--- src/boot_restart_map.svh ---
// Constants for the boot and restart controller: offsets, fields, timing.
// Assumes APB byte addressing, 32-bit data, pclk at 100 MHz.
`ifndef BOOT_RESTART_MAP_SVH
`define BOOT_RESTART_MAP_SVH

`define CTRL_OFS        12'h000
`define STATUS_OFS      12'h004
`define INT_STAT_OFS    12'h008
`define INT_MASK_OFS    12'h00C
`define JUMPER_OFS      12'h010
`define ROM_WIN_PAGE    4'h1

`define CTRL_SELF_START 0
`define CTRL_AR_EN      1
`define CTRL_START      2
`define CTRL_LOAD       3
`define CTRL_RST_VAL    4'h0

`define EV_PFAIL        0
`define EV_PRETURN      1
`define EV_LOAD_DONE    2
`define EV_BAD_CFG      3

`define ROM_BASE        16'h7FC0
`define LOAD_FIRST      16'h0002
`define LOAD_LAST       16'h001F
`define LOAD_START      16'h0002

`define PF_HOLD_MS      2
`define CLK_KHZ         100000
`define COLD_HOLD_CYC   16

`endif

--- src/boot_restart_pkg.sv ---
// Types shared by the boot and restart controller.
// Assumes nothing beyond the map header.
`default_nettype none
package boot_restart_pkg;
  typedef enum logic [2:0] {
    ST_COLD, ST_HALT, ST_RUN, ST_PFWARN, ST_DOWN, ST_AUTORS, ST_LOAD
  } boot_state_e;
  typedef logic [15:0] word_t;
endpackage : boot_restart_pkg
`default_nettype wire

--- src/boot_restart_control.sv ---
// Start-up, power-fail, restart and program-load control for a CPU board.
// Assumes straps, monitors and console inputs synchronous to pclk.
//
// Our own choices: register access over APB and the register offsets.
`timescale 1ns/1ns
`default_nettype none
`include "boot_restart_map.svh"

module boot_restart_control
  import boot_restart_pkg::*;
#(
  parameter int PF_HOLD_CYC = `PF_HOLD_MS * `CLK_KHZ
) (
  // APB
  input  wire logic        pclk,
  input  wire logic        presetn,
  input  wire logic        psel,
  input  wire logic        penable,
  input  wire logic        pwrite,
  input  wire logic [11:0] paddr,
  input  wire logic [31:0] pwdata,
  output logic             pready,
  output logic             pslverr,
  output logic [31:0]      prdata,
  output logic             irq,
  // Straps
  input  wire logic        jumper_word_enable,
  input  wire logic        select_load_device_code,
  input  wire logic        select_start_address,
  input  wire logic        no_battery_restart_inhibit,
  input  wire logic        boot_rom_enable,
  input  wire logic [15:0] jumper_word,
  input  wire logic [3:0]  mem_bank_jumper,
  // Monitors and console
  input  wire logic        power_ok,
  input  wire logic        power_failing,
  input  wire logic        battery_ok,
  input  wire logic        console_start,
  input  wire logic        console_load,
  input  wire logic        console_lock,
  // Processor side
  output logic             cpu_reset,
  output logic             cpu_run,
  output logic             pf_irq,
  output logic             takeover,
  output logic [15:0]      start_addr,
  output logic [5:0]       load_dev_code,
  output logic             load_dev_valid,
  output logic             clk_ph1,
  output logic             clk_ph2,
  // Memory side
  input  wire logic [15:0] mem_addr,
  input  wire logic        mem_rd,
  output logic             onboard_sel,
  output logic [11:0]      onboard_addr,
  output logic             rom_ack,
  output logic [5:0]       rom_addr,
  output logic [15:0]      rom_data,
  output logic             mem_wr,
  output logic [15:0]      mem_wr_addr,
  output logic [15:0]      mem_wr_data
);

  ////////////////////////////////////////////////////////////////////////
  boot_state_e state_reg, state_next;
  logic [19:0] cnt_reg;
  logic [3:0]  ctrl_reg;
  logic [3:0]  int_stat_reg;
  logic [3:0]  int_mask_reg;
  logic [3:0]  ev;
  logic        jw_en_reg, sel_ld_reg, sel_st_reg, inhib_reg, rom_en_reg;
  logic [15:0] jw_reg;
  logic [3:0]  bank_reg;
  logic        con_start_reg, con_load_reg, con_lock_reg;
  logic        pfail_reg, batt_reg;
  logic        start_cmd_reg, load_cmd_reg;
  logic [4:0]  copy_idx_reg;
  logic [1:0]  ph_reg;
  logic        wr_en, rd_en, rom_wr;
  word_t       rom [64];
  logic        st_valid, ld_valid, bad_cfg;
  logic        go, load_go, ar_allow;

  ////////////////////////////////////////////////////////////////////////
  // Straps caught only while the processor is held in cold reset
  always_ff @(posedge pclk or negedge presetn) begin
    if (!presetn) begin
      jw_en_reg  <= 1'b0;
      sel_ld_reg <= 1'b0;
      sel_st_reg <= 1'b0;
      inhib_reg  <= 1'b0;
      rom_en_reg <= 1'b0;
      jw_reg     <= 16'h0000;
      bank_reg   <= 4'h0;
    end else if (state_reg == ST_COLD) begin
      jw_en_reg  <= jumper_word_enable;
      sel_ld_reg <= select_load_device_code;
      sel_st_reg <= select_start_address;
      inhib_reg  <= no_battery_restart_inhibit;
      rom_en_reg <= boot_rom_enable;
      jw_reg     <= jumper_word;
      bank_reg   <= mem_bank_jumper;
    end
  end

  // Both selects fitted is illegal; treat as neither
  assign bad_cfg  = jw_en_reg && sel_ld_reg && sel_st_reg;
  assign st_valid = jw_en_reg && sel_st_reg && !sel_ld_reg;
  assign ld_valid = jw_en_reg && sel_ld_reg && !sel_st_reg;

  always_ff @(posedge pclk or negedge presetn) begin
    if (!presetn) begin
      start_addr     <= 16'h0000;
      load_dev_code  <= 6'h00;
      load_dev_valid <= 1'b0;
    end else begin
      start_addr     <= st_valid ? jw_reg : 16'h0000;
      load_dev_code  <= ld_valid ? jw_reg[5:0] : 6'h00;
      load_dev_valid <= ld_valid;
    end
  end

  ////////////////////////////////////////////////////////////////////////
  // Console and monitor buffer
  always_ff @(posedge pclk or negedge presetn) begin
    if (!presetn) begin
      con_start_reg <= 1'b0;
      con_load_reg  <= 1'b0;
      con_lock_reg  <= 1'b0;
      pfail_reg     <= 1'b0;
      batt_reg      <= 1'b0;
    end else begin
      con_start_reg <= console_start;
      con_load_reg  <= console_load;
      con_lock_reg  <= console_lock;
      pfail_reg     <= power_failing;
      batt_reg      <= battery_ok;
    end
  end

  assign go      = con_start_reg || start_cmd_reg ||
                   ctrl_reg[`CTRL_SELF_START];
  assign load_go = (con_load_reg || load_cmd_reg) && rom_en_reg;
  // Locked console or dead battery with inhibit fitted blocks restart
  assign ar_allow = ctrl_reg[`CTRL_AR_EN] && !con_lock_reg &&
                    !(inhib_reg && !batt_reg) && !bad_cfg;

  ////////////////////////////////////////////////////////////////////////
  always_comb begin
    state_next = state_reg;
    case (state_reg)
      ST_COLD:
        if (power_ok && cnt_reg == 20'(`COLD_HOLD_CYC - 1))
          state_next = ST_HALT;
      ST_HALT:
        if (pfail_reg) state_next = ST_DOWN;
        else if (load_go) state_next = ST_LOAD;
        else if (go) state_next = ST_RUN;
      ST_RUN:
        if (pfail_reg) state_next = ST_PFWARN;
      ST_PFWARN:
        if (cnt_reg == 20'(PF_HOLD_CYC - 1)) state_next = ST_DOWN;
      ST_DOWN:
        if (power_ok && !pfail_reg)
          state_next = ar_allow ? ST_AUTORS : ST_HALT;
      ST_AUTORS:
        state_next = ST_RUN;
      // One cycle past the last word so it is written under takeover
      ST_LOAD:
        if (copy_idx_reg == 5'(`LOAD_LAST - `LOAD_FIRST + 16'h0001))
          state_next = ST_RUN;
      default:
        state_next = ST_COLD;
    endcase
  end

  always_ff @(posedge pclk or negedge presetn) begin
    if (!presetn) state_reg <= ST_COLD;
    else          state_reg <= state_next;
  end

  // Shared cycle counter for cold hold and power-fail window
  always_ff @(posedge pclk or negedge presetn) begin
    if (!presetn) cnt_reg <= 20'h00000;
    else if (state_next != state_reg) cnt_reg <= 20'h00000;
    else if (state_reg == ST_COLD && cnt_reg != 20'(`COLD_HOLD_CYC - 1))
      cnt_reg <= cnt_reg + 20'h00001;
    else if (state_reg == ST_PFWARN) cnt_reg <= cnt_reg + 20'h00001;
  end

  always_ff @(posedge pclk or negedge presetn) begin
    if (!presetn) begin
      cpu_reset <= 1'b1;
      cpu_run   <= 1'b0;
      pf_irq    <= 1'b0;
      takeover  <= 1'b0;
    end else begin
      cpu_reset <= state_next inside {ST_COLD, ST_DOWN};
      cpu_run   <= state_next inside {ST_RUN, ST_PFWARN};
      pf_irq    <= state_next == ST_PFWARN;
      takeover  <= state_next inside {ST_AUTORS, ST_LOAD};
    end
  end

  ////////////////////////////////////////////////////////////////////////
  // Bootstrap copy, one word a cycle
  always_ff @(posedge pclk or negedge presetn) begin
    if (!presetn) begin
      copy_idx_reg <= 5'h00;
      mem_wr       <= 1'b0;
      mem_wr_addr  <= 16'h0000;
      mem_wr_data  <= 16'h0000;
    end else begin
      mem_wr <= state_reg == ST_LOAD && state_next == ST_LOAD;
      mem_wr_addr <= `LOAD_FIRST + 16'(copy_idx_reg);
      mem_wr_data <= rom[copy_idx_reg];
      if (state_reg == ST_LOAD) copy_idx_reg <= copy_idx_reg + 5'h01;
      else copy_idx_reg <= 5'h00;
    end
  end

  // Load ROM: CPU reads in window, contents loaded over APB
  assign rom_wr = wr_en && paddr[11:8] == `ROM_WIN_PAGE;
  for (genvar i = 0; i < 64; i++) begin : g_rom
    always_ff @(posedge pclk or negedge presetn) begin
      if (!presetn) rom[i] <= 16'h0000;
      else if (rom_wr && paddr[7:2] == 6'(i)) rom[i] <= pwdata[15:0];
    end
  end

  always_ff @(posedge pclk or negedge presetn) begin
    if (!presetn) begin
      rom_ack  <= 1'b0;
      rom_addr <= 6'h00;
      rom_data <= 16'h0000;
    end else begin
      rom_ack  <= rom_en_reg && mem_rd &&
                  mem_addr[15:6] == `ROM_BASE >> 6;
      rom_addr <= mem_addr[5:0];
      rom_data <= rom[mem_addr[5:0]];
    end
  end

  // On-board RAM bank decode; top bank is allowed but discouraged
  always_ff @(posedge pclk or negedge presetn) begin
    if (!presetn) begin
      onboard_sel  <= 1'b0;
      onboard_addr <= 12'h000;
    end else begin
      onboard_sel  <= mem_addr[15:12] == bank_reg;
      onboard_addr <= mem_addr[11:0];
    end
  end

  // Two-phase clock: gaps between phases keep them from overlapping
  always_ff @(posedge pclk or negedge presetn) begin
    if (!presetn) begin
      ph_reg  <= 2'h0;
      clk_ph1 <= 1'b0;
      clk_ph2 <= 1'b0;
    end else begin
      ph_reg  <= ph_reg + 2'h1;
      clk_ph1 <= ph_reg == 2'h0;
      clk_ph2 <= ph_reg == 2'h2;
    end
  end

  ////////////////////////////////////////////////////////////////////////
  // APB slave, zero wait states
  assign pready = 1'b1;
  assign wr_en  = psel && penable && pwrite;
  assign rd_en  = psel && !penable && !pwrite;
  assign pslverr = psel && penable && !(paddr[11:8] == `ROM_WIN_PAGE ||
                   paddr inside {`CTRL_OFS, `STATUS_OFS, `INT_STAT_OFS,
                                 `INT_MASK_OFS, `JUMPER_OFS});

  always_ff @(posedge pclk or negedge presetn) begin
    if (!presetn) begin
      ctrl_reg      <= `CTRL_RST_VAL;
      start_cmd_reg <= 1'b0;
      load_cmd_reg  <= 1'b0;
      int_mask_reg  <= 4'h0;
    end else begin
      start_cmd_reg <= wr_en && paddr == `CTRL_OFS &&
                       pwdata[`CTRL_START];
      load_cmd_reg  <= wr_en && paddr == `CTRL_OFS && pwdata[`CTRL_LOAD];
      if (wr_en && paddr == `CTRL_OFS) ctrl_reg <= {2'b00, pwdata[1:0]};
      if (wr_en && paddr == `INT_MASK_OFS) int_mask_reg <= pwdata[3:0];
    end
  end

  assign ev[`EV_PFAIL]     = state_next == ST_PFWARN && state_reg == ST_RUN;
  assign ev[`EV_PRETURN]   = state_reg == ST_DOWN && state_next != ST_DOWN;
  assign ev[`EV_LOAD_DONE] = state_reg == ST_LOAD && state_next == ST_RUN;
  assign ev[`EV_BAD_CFG]   = bad_cfg;

  // Set wins over a same-cycle write-one clear
  always_ff @(posedge pclk or negedge presetn) begin
    if (!presetn) int_stat_reg <= 4'h0;
    else if (wr_en && paddr == `INT_STAT_OFS)
      int_stat_reg <= (int_stat_reg & ~pwdata[3:0]) | ev;
    else int_stat_reg <= int_stat_reg | ev;
  end

  assign irq = |(int_stat_reg & int_mask_reg);

  always_ff @(posedge pclk or negedge presetn) begin
    if (!presetn) prdata <= 32'h00000000;
    else if (rd_en) begin
      prdata <= 32'h00000000;
      if (paddr[11:8] == `ROM_WIN_PAGE)
        prdata <= {16'h0000, rom[paddr[7:2]]};
      else case (paddr)
        `CTRL_OFS:     prdata <= {28'h0000000, ctrl_reg};
        `STATUS_OFS:   prdata <= {22'h000000, bad_cfg, batt_reg,
                                  con_lock_reg, pf_irq, cpu_run, cpu_reset,
                                  1'b0, 3'(state_reg)};
        `INT_STAT_OFS: prdata <= {28'h0000000, int_stat_reg};
        `INT_MASK_OFS: prdata <= {28'h0000000, int_mask_reg};
        `JUMPER_OFS:   prdata <= {7'h00, bank_reg, rom_en_reg, inhib_reg,
                                  sel_st_reg, sel_ld_reg, jw_en_reg, jw_reg};
        default:       prdata <= 32'h00000000;
      endcase
    end
  end

  ////////////////////////////////////////////////////////////////////////
  a_cold_reset: assert property (@(posedge pclk) disable iff (!presetn)
    state_reg == ST_COLD |-> cpu_reset && !cpu_run)
    else $error("processor not held in reset during cold start");

  a_no_self_run: assert property (@(posedge pclk) disable iff (!presetn)
    state_reg == ST_HALT && !go && !load_go |=> state_reg != ST_RUN)
    else $error("processor started without a start command");

  a_pf_warn: assert property (@(posedge pclk) disable iff (!presetn)
    $rose(pf_irq) |-> !cpu_reset [*8])
    else $error("power-fail warning not followed by run time");

  a_pf_raise: assert property (@(posedge pclk) disable iff (!presetn)
    state_reg == ST_RUN && pfail_reg |=> pf_irq)
    else $error("power-fail interrupt not raised");

  a_jw_gated: assert property (@(posedge pclk) disable iff (!presetn)
    !jw_en_reg |=> start_addr == 16'h0000 && !load_dev_valid)
    else $error("jumper word used while disabled");

  a_dev_code: assert property (@(posedge pclk) disable iff (!presetn)
    ld_valid |=> load_dev_code == $past(jw_reg[5:0]))
    else $error("load device code wrong");

  a_rom_gate: assert property (@(posedge pclk) disable iff (!presetn)
    mem_rd && mem_addr < `ROM_BASE |=> !rom_ack)
    else $error("boot ROM answered outside its window");

  a_copy_range: assert property (@(posedge pclk) disable iff (!presetn)
    mem_wr |-> mem_wr_addr >= `LOAD_FIRST && mem_wr_addr <= `LOAD_LAST)
    else $error("bootstrap write outside target range");

  a_no_bat_inh: assert property (@(posedge pclk) disable iff (!presetn)
    state_reg == ST_DOWN && inhib_reg && !batt_reg |=> state_reg != ST_AUTORS)
    else $error("auto-restart despite inhibit without battery");

  a_bank_dec: assert property (@(posedge pclk) disable iff (!presetn)
    onboard_sel |-> $past(mem_addr[15:12]) == $past(bank_reg))
    else $error("on-board memory selected outside its bank");

  a_phases: assert property (@(posedge pclk) disable iff (!presetn)
    clk_ph1 |=> !clk_ph2 ##1 clk_ph2)
    else $error("clock phases overlap or out of order");

endmodule : boot_restart_control
`default_nettype wire

--- config.mk ---
export PLATFORM = sky130hd
export DESIGN_NAME = boot_restart_control
export DESIGN_NICKNAME = d
export VERILOG_FILES = /design/src/boot_restart_pkg.sv /design/src/boot_restart_control.sv
export VERILOG_INCLUDE_DIRS = /design/src /design/src/src
export SDC_FILE = /design/constraint.sdc
export NUM_CORES = 2
export LEC_CHECK = 0
export BUFFER_PORTS_ARGS = -buffer_cell sky130_fd_sc_hd__buf_4
export CORE_ASPECT_RATIO = 0.75
export CORE_UTILIZATION = 30
export CTS_CLUSTER_SIZE = 25
export DETAILED_ROUTE_END_ITERATION = 7
export HOLD_SLACK_MARGIN = 0.05
export PLACE_DENSITY = 0.45
export SYNTH_ARGS = -nofsm -noshare
export SYNTH_HDL_FRONTEND = slang
export SYNTH_SLANG_ARGS = --single-unit
--- constraint.sdc ---
create_clock -name pclk -period 2.7 [get_ports pclk]
set_input_delay 0.405 -clock pclk [delete_from_list [all_inputs] [get_ports pclk]]
set_output_delay 0.405 -clock pclk [all_outputs]
set_load 0.05 [all_outputs]
---- Word level (Yosys, flattened, before mapping) ----
Cells that the tools add are included.
storage, ports and cells
  word-level logic and storage cells ...... 353
  output and inout port bits .............. 133
  bits of input ports ..................... 97
  register bits ........................... 1216
cells by class
  multiplexer cells ....................... 28
  equal/unequal tests ..................... 88
  magnitude comparators ................... 3
  bitwise gates (word level) .............. 8
  reductions and logical operators ........ 119
  $add $sub $neg .......................... 4
operators by type and width
  kind                   number
  $bmux 16 s6            3
  $eq 6x6->1 const B     32
  $pmux 25 s5            1
  $mux 16                7
  $eq 6x5->1 const B     16
  $logic_and 1x1->1      94
  $mux 20                3
  $eq 6x4->1 const B     8
  $mux 32                1
  $mux 3                 9
  $eq 12x4->1 const B    2
  $eq 6x3->1 const B     4
  $pmux 3 s7             1
  $add 20x1->20 const B  1
  $eq 20x18->1 const B   1
  $eq 20x4->1 const B    1
  $ne 20x4->1 const B    1
  $eq 3x3->1 const B     6
  $ge 7x7->1 const B     2
  $not 6->7              2
  $eq 12x3->1 const B    1
  $eq 12x5->1 const B    1
  $eq 3x2->1 const B     4
  $eq 6x2->1 const B     2
  other kinds (30)       47

---- Longest topological paths before layout ----
  depth after elaboration ................. 12
  mapped depth ............................ 12
  gate-level depth less buffers ........... 8

---- Worst setup path before layout ----
Ideal clock, no wire load.
  kind .................................... register to register
  start point ............................. register copy_idx_reg[0]
  end point ............................... register cnt_reg[12]
  path slack .............................. 0.292 ns
  setup time .............................. 0.077 ns
  stages on the path, launching flop included .. 13
  arrival ................................. 2.331 ns
  required time ........................... 2.623 ns
  buffers on the path ..................... 5
  cell sequence ........................... dfrtp_1 buf_2 buf_2 buf_2 buf_2 inv_1 ha_1 nand4_1 nor2_1 o31ai_1 o211ai_1 buf_2 a21oi_1
on the way
  longest elaborated chain between the ends .. 5
ends and longest elaborated chain
  element                                                        RTL line                     source
  start: declaration                                             boot_restart_control.sv:77   logic [4:0] copy_idx_reg;
  start signal: assignment                                       boot_restart_control.sv:217  if (state_reg == ST_LOAD) copy_idx_reg <= copy_idx_reg + 5'h01;
  $eq 5x5->1 (*)                                                 boot_restart_control.sv:170  if (copy_idx_reg == 5'(`LOAD_LAST - `LOAD_FIRST + 16'h0001))
  $mux 3 (*)                                                     boot_restart_control.sv:170
  $pmux 3 s7 (*)                                                 boot_restart_control.sv:151  case (state_reg)
  $ne 3x3->1 (*)                                                 boot_restart_control.sv:185  else if (state_next != state_reg) cnt_reg <= 20'h00000;
  $reduce_bool 3->1 (no source line) or $mux 20 (tied branches)  n/a
  end signal: assignment                                         boot_restart_control.sv:187  cnt_reg <= cnt_reg + 20'h00001;
  end signal: assignment                                         boot_restart_control.sv:188  else if (state_reg == ST_PFWARN) cnt_reg <= cnt_reg + 20'h00001;
  end: declaration                                               boot_restart_control.sv:66   logic [19:0] cnt_reg;
Mark *: on every way between the ends. The rest lies on a longest branch, timed or not.
A chain may end at the register's enable or synchronous reset.

---- Worst setup path in the final report ----
  start point ............................. register copy_idx_reg[0]
  end point ............................... register mem_wr_data[2]
on the way
  longest elaborated chain between the ends .. 4
ends and longest elaborated chain
  element                                     RTL line                     source
  $not 5->6 (implied by the code)             boot_restart_control.sv:216  mem_wr_data <= rom[copy_idx_reg];
  $bmux 16 s6                                 boot_restart_control.sv:216
  $mux 16 (implied by the code) (2 in a row)  boot_restart_control.sv:216
  end signal: assignment                      boot_restart_control.sv:216
  end: declaration                            boot_restart_control.sv:61   output logic [15:0] mem_wr_data
Every way passes these cells. The select of a mux whose other input is x is not followed.

==> results_dict.tcl <==
set metrics [dict create \
    outcome "completed" \
    crit_path_end "mem_wr_data[2]$_DFF_PN0_" \
    post-route-period-util_pct 97.4 \
    cp_num_cells 7 \
    core_area_um2 220000 \
    worst_pin_slew_ns 1.33 \
    yosysWarnings 0 \
    grt_pass1_vias 45300 \
    drcViolationCount 0 \
    clk_latency_ns 0.82 \
    hold_depth 5 \
    synth-seq-cells 1203 \
    detail-route-antenna-nets 0 \
    reg2reg_setup_slack_ns 0.07 \
    cts-root-buf "clkbuf_16" \
    grt_max_degree 101 \
    largest_reg_flops 1024 \
    critical-path-max-stage-delay_ns 0.64 \
    hpwlAfterDp_um 170000 \
    port_buffers 195 \
    dominantRegCellSynth "dfrtp_1" \
    die_x_um 545 \
    cts_buffers 145 \
    power_uw 45300 \
    gp_congestion 0.842 \
    num_rows 149 \
    dp.cells 7676 \
    fin_crit_ns 2.63 \
    p_leak_uw 0.0359 \
    rr_startpoint "copy_idx_reg[0]$_DFF_PN0_" \
    syn_inst 4498 \
    grt_pass1_wl_um 354000 \
    finalSetupViolations 0 \
    drive_gt1_share_pct 51.6 \
    fin_cells 7974 \
    yosysTopAreaCell "dfrtp_1" \
    crit_type "reg -> reg" \
    hold_viol 0 \
    rsz0062_at_grt "false" \
    worstSetupEndpointType "flip-flop" \
    skew_ns 0.0657 \
    avgSynthCellArea_um2 14.7 \
    ios 230 \
    die_area_um2 223000 \
    dr.first_iter.drc_count 3474 \
    drv_cap 0 \
    p_per_area_nw_per_um2 564 \
    first_pass_iters 6 \
    viasPerCell 5.54 \
    cp-start-kind "flip-flop" \
    worstPathRequired_ns 3.34 \
    final_core_util_pct 36.6 \
    synth_area_leaders "dfrtp_1 45%, mux4_2 20%, mux2_2 17%, mux2i_1 4.6%, a22oi_1 1.5%" \
    antenna_found_initial 10 \
    grt-ovfl-total 0 \
    slowest_stage "dfrtp_4" \
    track_usage_pct 22.1 \
    crit_fanout 9 \
    vias 44200 \
    worstHoldPathType "in -> reg" \
    htree_levels 4 \
    wl_um 246000 \
    synth_area_um2 66300 \
    final_max_slew_viol_count 0 \
    fmax_mhz 380 \
    yosys.area.top_type_share_pct 45.4 \
    cts.reportedPaths.clkPinSlew_ns 0.06 \
    die_h_um 409 \
    r2r-end "mem_wr_data[2]$_DFF_PN0_" \
    max-clock-path-buffers 4 \
    ff2ff_path_depth 7 \
    cts.sink_count 1203 \
    cts_setup_buffers 0 \
    async_flop_share_pct 100 \
    slew_headroom_pct 11.4 \
    cp_cell_sequence "buf_4 -> mux4_2 -> mux2i_1 -> nor2_1 -> a2111oi_1 -> buf_4 -> nor2_1" \
    cp_top_family "multiplexers" \
    synth_edf_count 0 \
    syn_to_final_growth_pct 21.2 \
    layout.nets 5030 \
    synth_cell_types 72 \
    cts_tree "yes" \
    start_util_pct 30.2 \
    critical_path_arrival_ns 3.27 \
    wl_per_cell_um 30.9 \
    ys_seq_area_share_pct 45.4 \
    ir_drop_mv 0.422 \
    crit_buf_inv 2 \
    crit_path_start "copy_idx_reg[0]$_DFF_PN0_" \
]
## timing repair
action,4_1_cts,5_1_grt
resized for setup,1,0
hold endpoints to repair,712,0
setup endpoints to repair,1,0
hold buffers,48,0
## routing by layer
metal	vias up	wire (um)	global-route usage, %
met2	1367	108000	32.7
met3	293	16300	4.83
li1	18300	-	-
met5	-	41	0
met1	24200	116000	32.7
met4	6	5690	5.06
## cell usage after synthesis (47+ instances only)
library cell,count
dfrtp_1,1202
mux2_2,1005
mux4_2,584
mux2i_1,304
clkbuf_1,189
a22oi_1,131
buf_2,110
nor2_1,107
buf_4,92
nand2_1,86
nand3_1,65
mux2_1,61
a21oi_1,50
o22ai_1,47
## report_power, final
group          total [uW]  leakage, uW  switching, uW  internal [uW]
Clock               20300      0.00238           8250          12000
Sequential          19000       0.0166            498          18500
Combinational        6000       0.0169           3720           2280
Total               45300       0.0359          12500          32900
## cell type report
class | instances | area (um^2)
clock buffers | 204 | 4230
flip-flops and latches | 1203 | 30100
inverters | 11 | 41.3
well taps | 2944 | 3680
fillers | 20800 | 139000
clock inverters | 43 | 542
repair buffers | 719 | 7800
diodes | 3 | 7.51
multi-input cells | 2847 | 34000
## worst register-to-register path, stage by stage (launching register included)
cell,delay (ns)
dfrtp_4,0.64
buf_4,0.29
mux4_2,0.55
mux2i_1,0.15
nor2_1,0.05
a2111oi_1,0.57
buf_4,0.21
nor2_1,0.05
## cells by family after synthesis
group           after synthesis  synth area share (%)
simple gates                474                  4.14
other cells                   2                0.0113
mux                        1954                  42.5
buf+inv                     464                  3.58
flops                      1203                  45.4
fa+ha+maj                     6                 0.113
xor+xnor                     20                 0.264
compound gates              375                  3.95
## through the flow
| step | hold WS, ns | setup WS (ns) | cell area, um^2 | setup TNS, ns |
|---|---|---|---|---|
| global route | 0.113 | 0.00613 | 80400 | 0 |
| detailed placement | 0.311 | -0.0969 | 75100 | -2.14 |
| CTS | 0.0555 | 0.0552 | 80400 | 0 |
| global placement | 0.307 | -0.109 | 75100 | -2.49 |
| floorplan | 0.109 | 0.292 | 66400 | 0 |
| finish | 0.109 | 0.0689 | 80400 | 0 |
## cell usage in the layout, fill, tap and decap left out, drive strengths merged, types with 19 or more instances in the layout
| cell type | Yosys | final |
|---|---|---|
| nand2 | 90 | 90 |
| nand4 | 19 | 19 |
| buf | 264 | 671 |
| nand3 | 72 | 72 |
| o22ai | 47 | 47 |
| clkinv | 0 | 28 |
| dfrtp | 1202 | 1202 |
| o21ai | 38 | 38 |
| nor2 | 173 | 173 |
| mux4 | 584 | 584 |
| clkbuf | 189 | 204 |
| a21oi | 51 | 51 |
| mux2i | 304 | 304 |
| a211oi | 25 | 25 |
| and2 | 33 | 33 |
| mux2 | 1066 | 1066 |
| dlygate4sd3 | 0 | 48 |
| a22oi | 131 | 131 |
## worst min path at each step
stage	startpoint	endpoint	slack [ns]
finish	pwrite	prdata[12]$_DFFE_PN0P_	0.11
global route	pwrite	prdata[12]$_DFFE_PN0P_	0.11
CTS	pwrite	prdata[12]$_DFFE_PN0P_	0.06
detailed placement	presetn	rom[896]$_DFFE_PN0P_	0.31
global placement	presetn	rom[896]$_DFFE_PN0P_	0.31
floorplan	presetn	bank_reg[0]$_DFFE_PN0P_	0.11
Power figures use the tool's default switching activity.
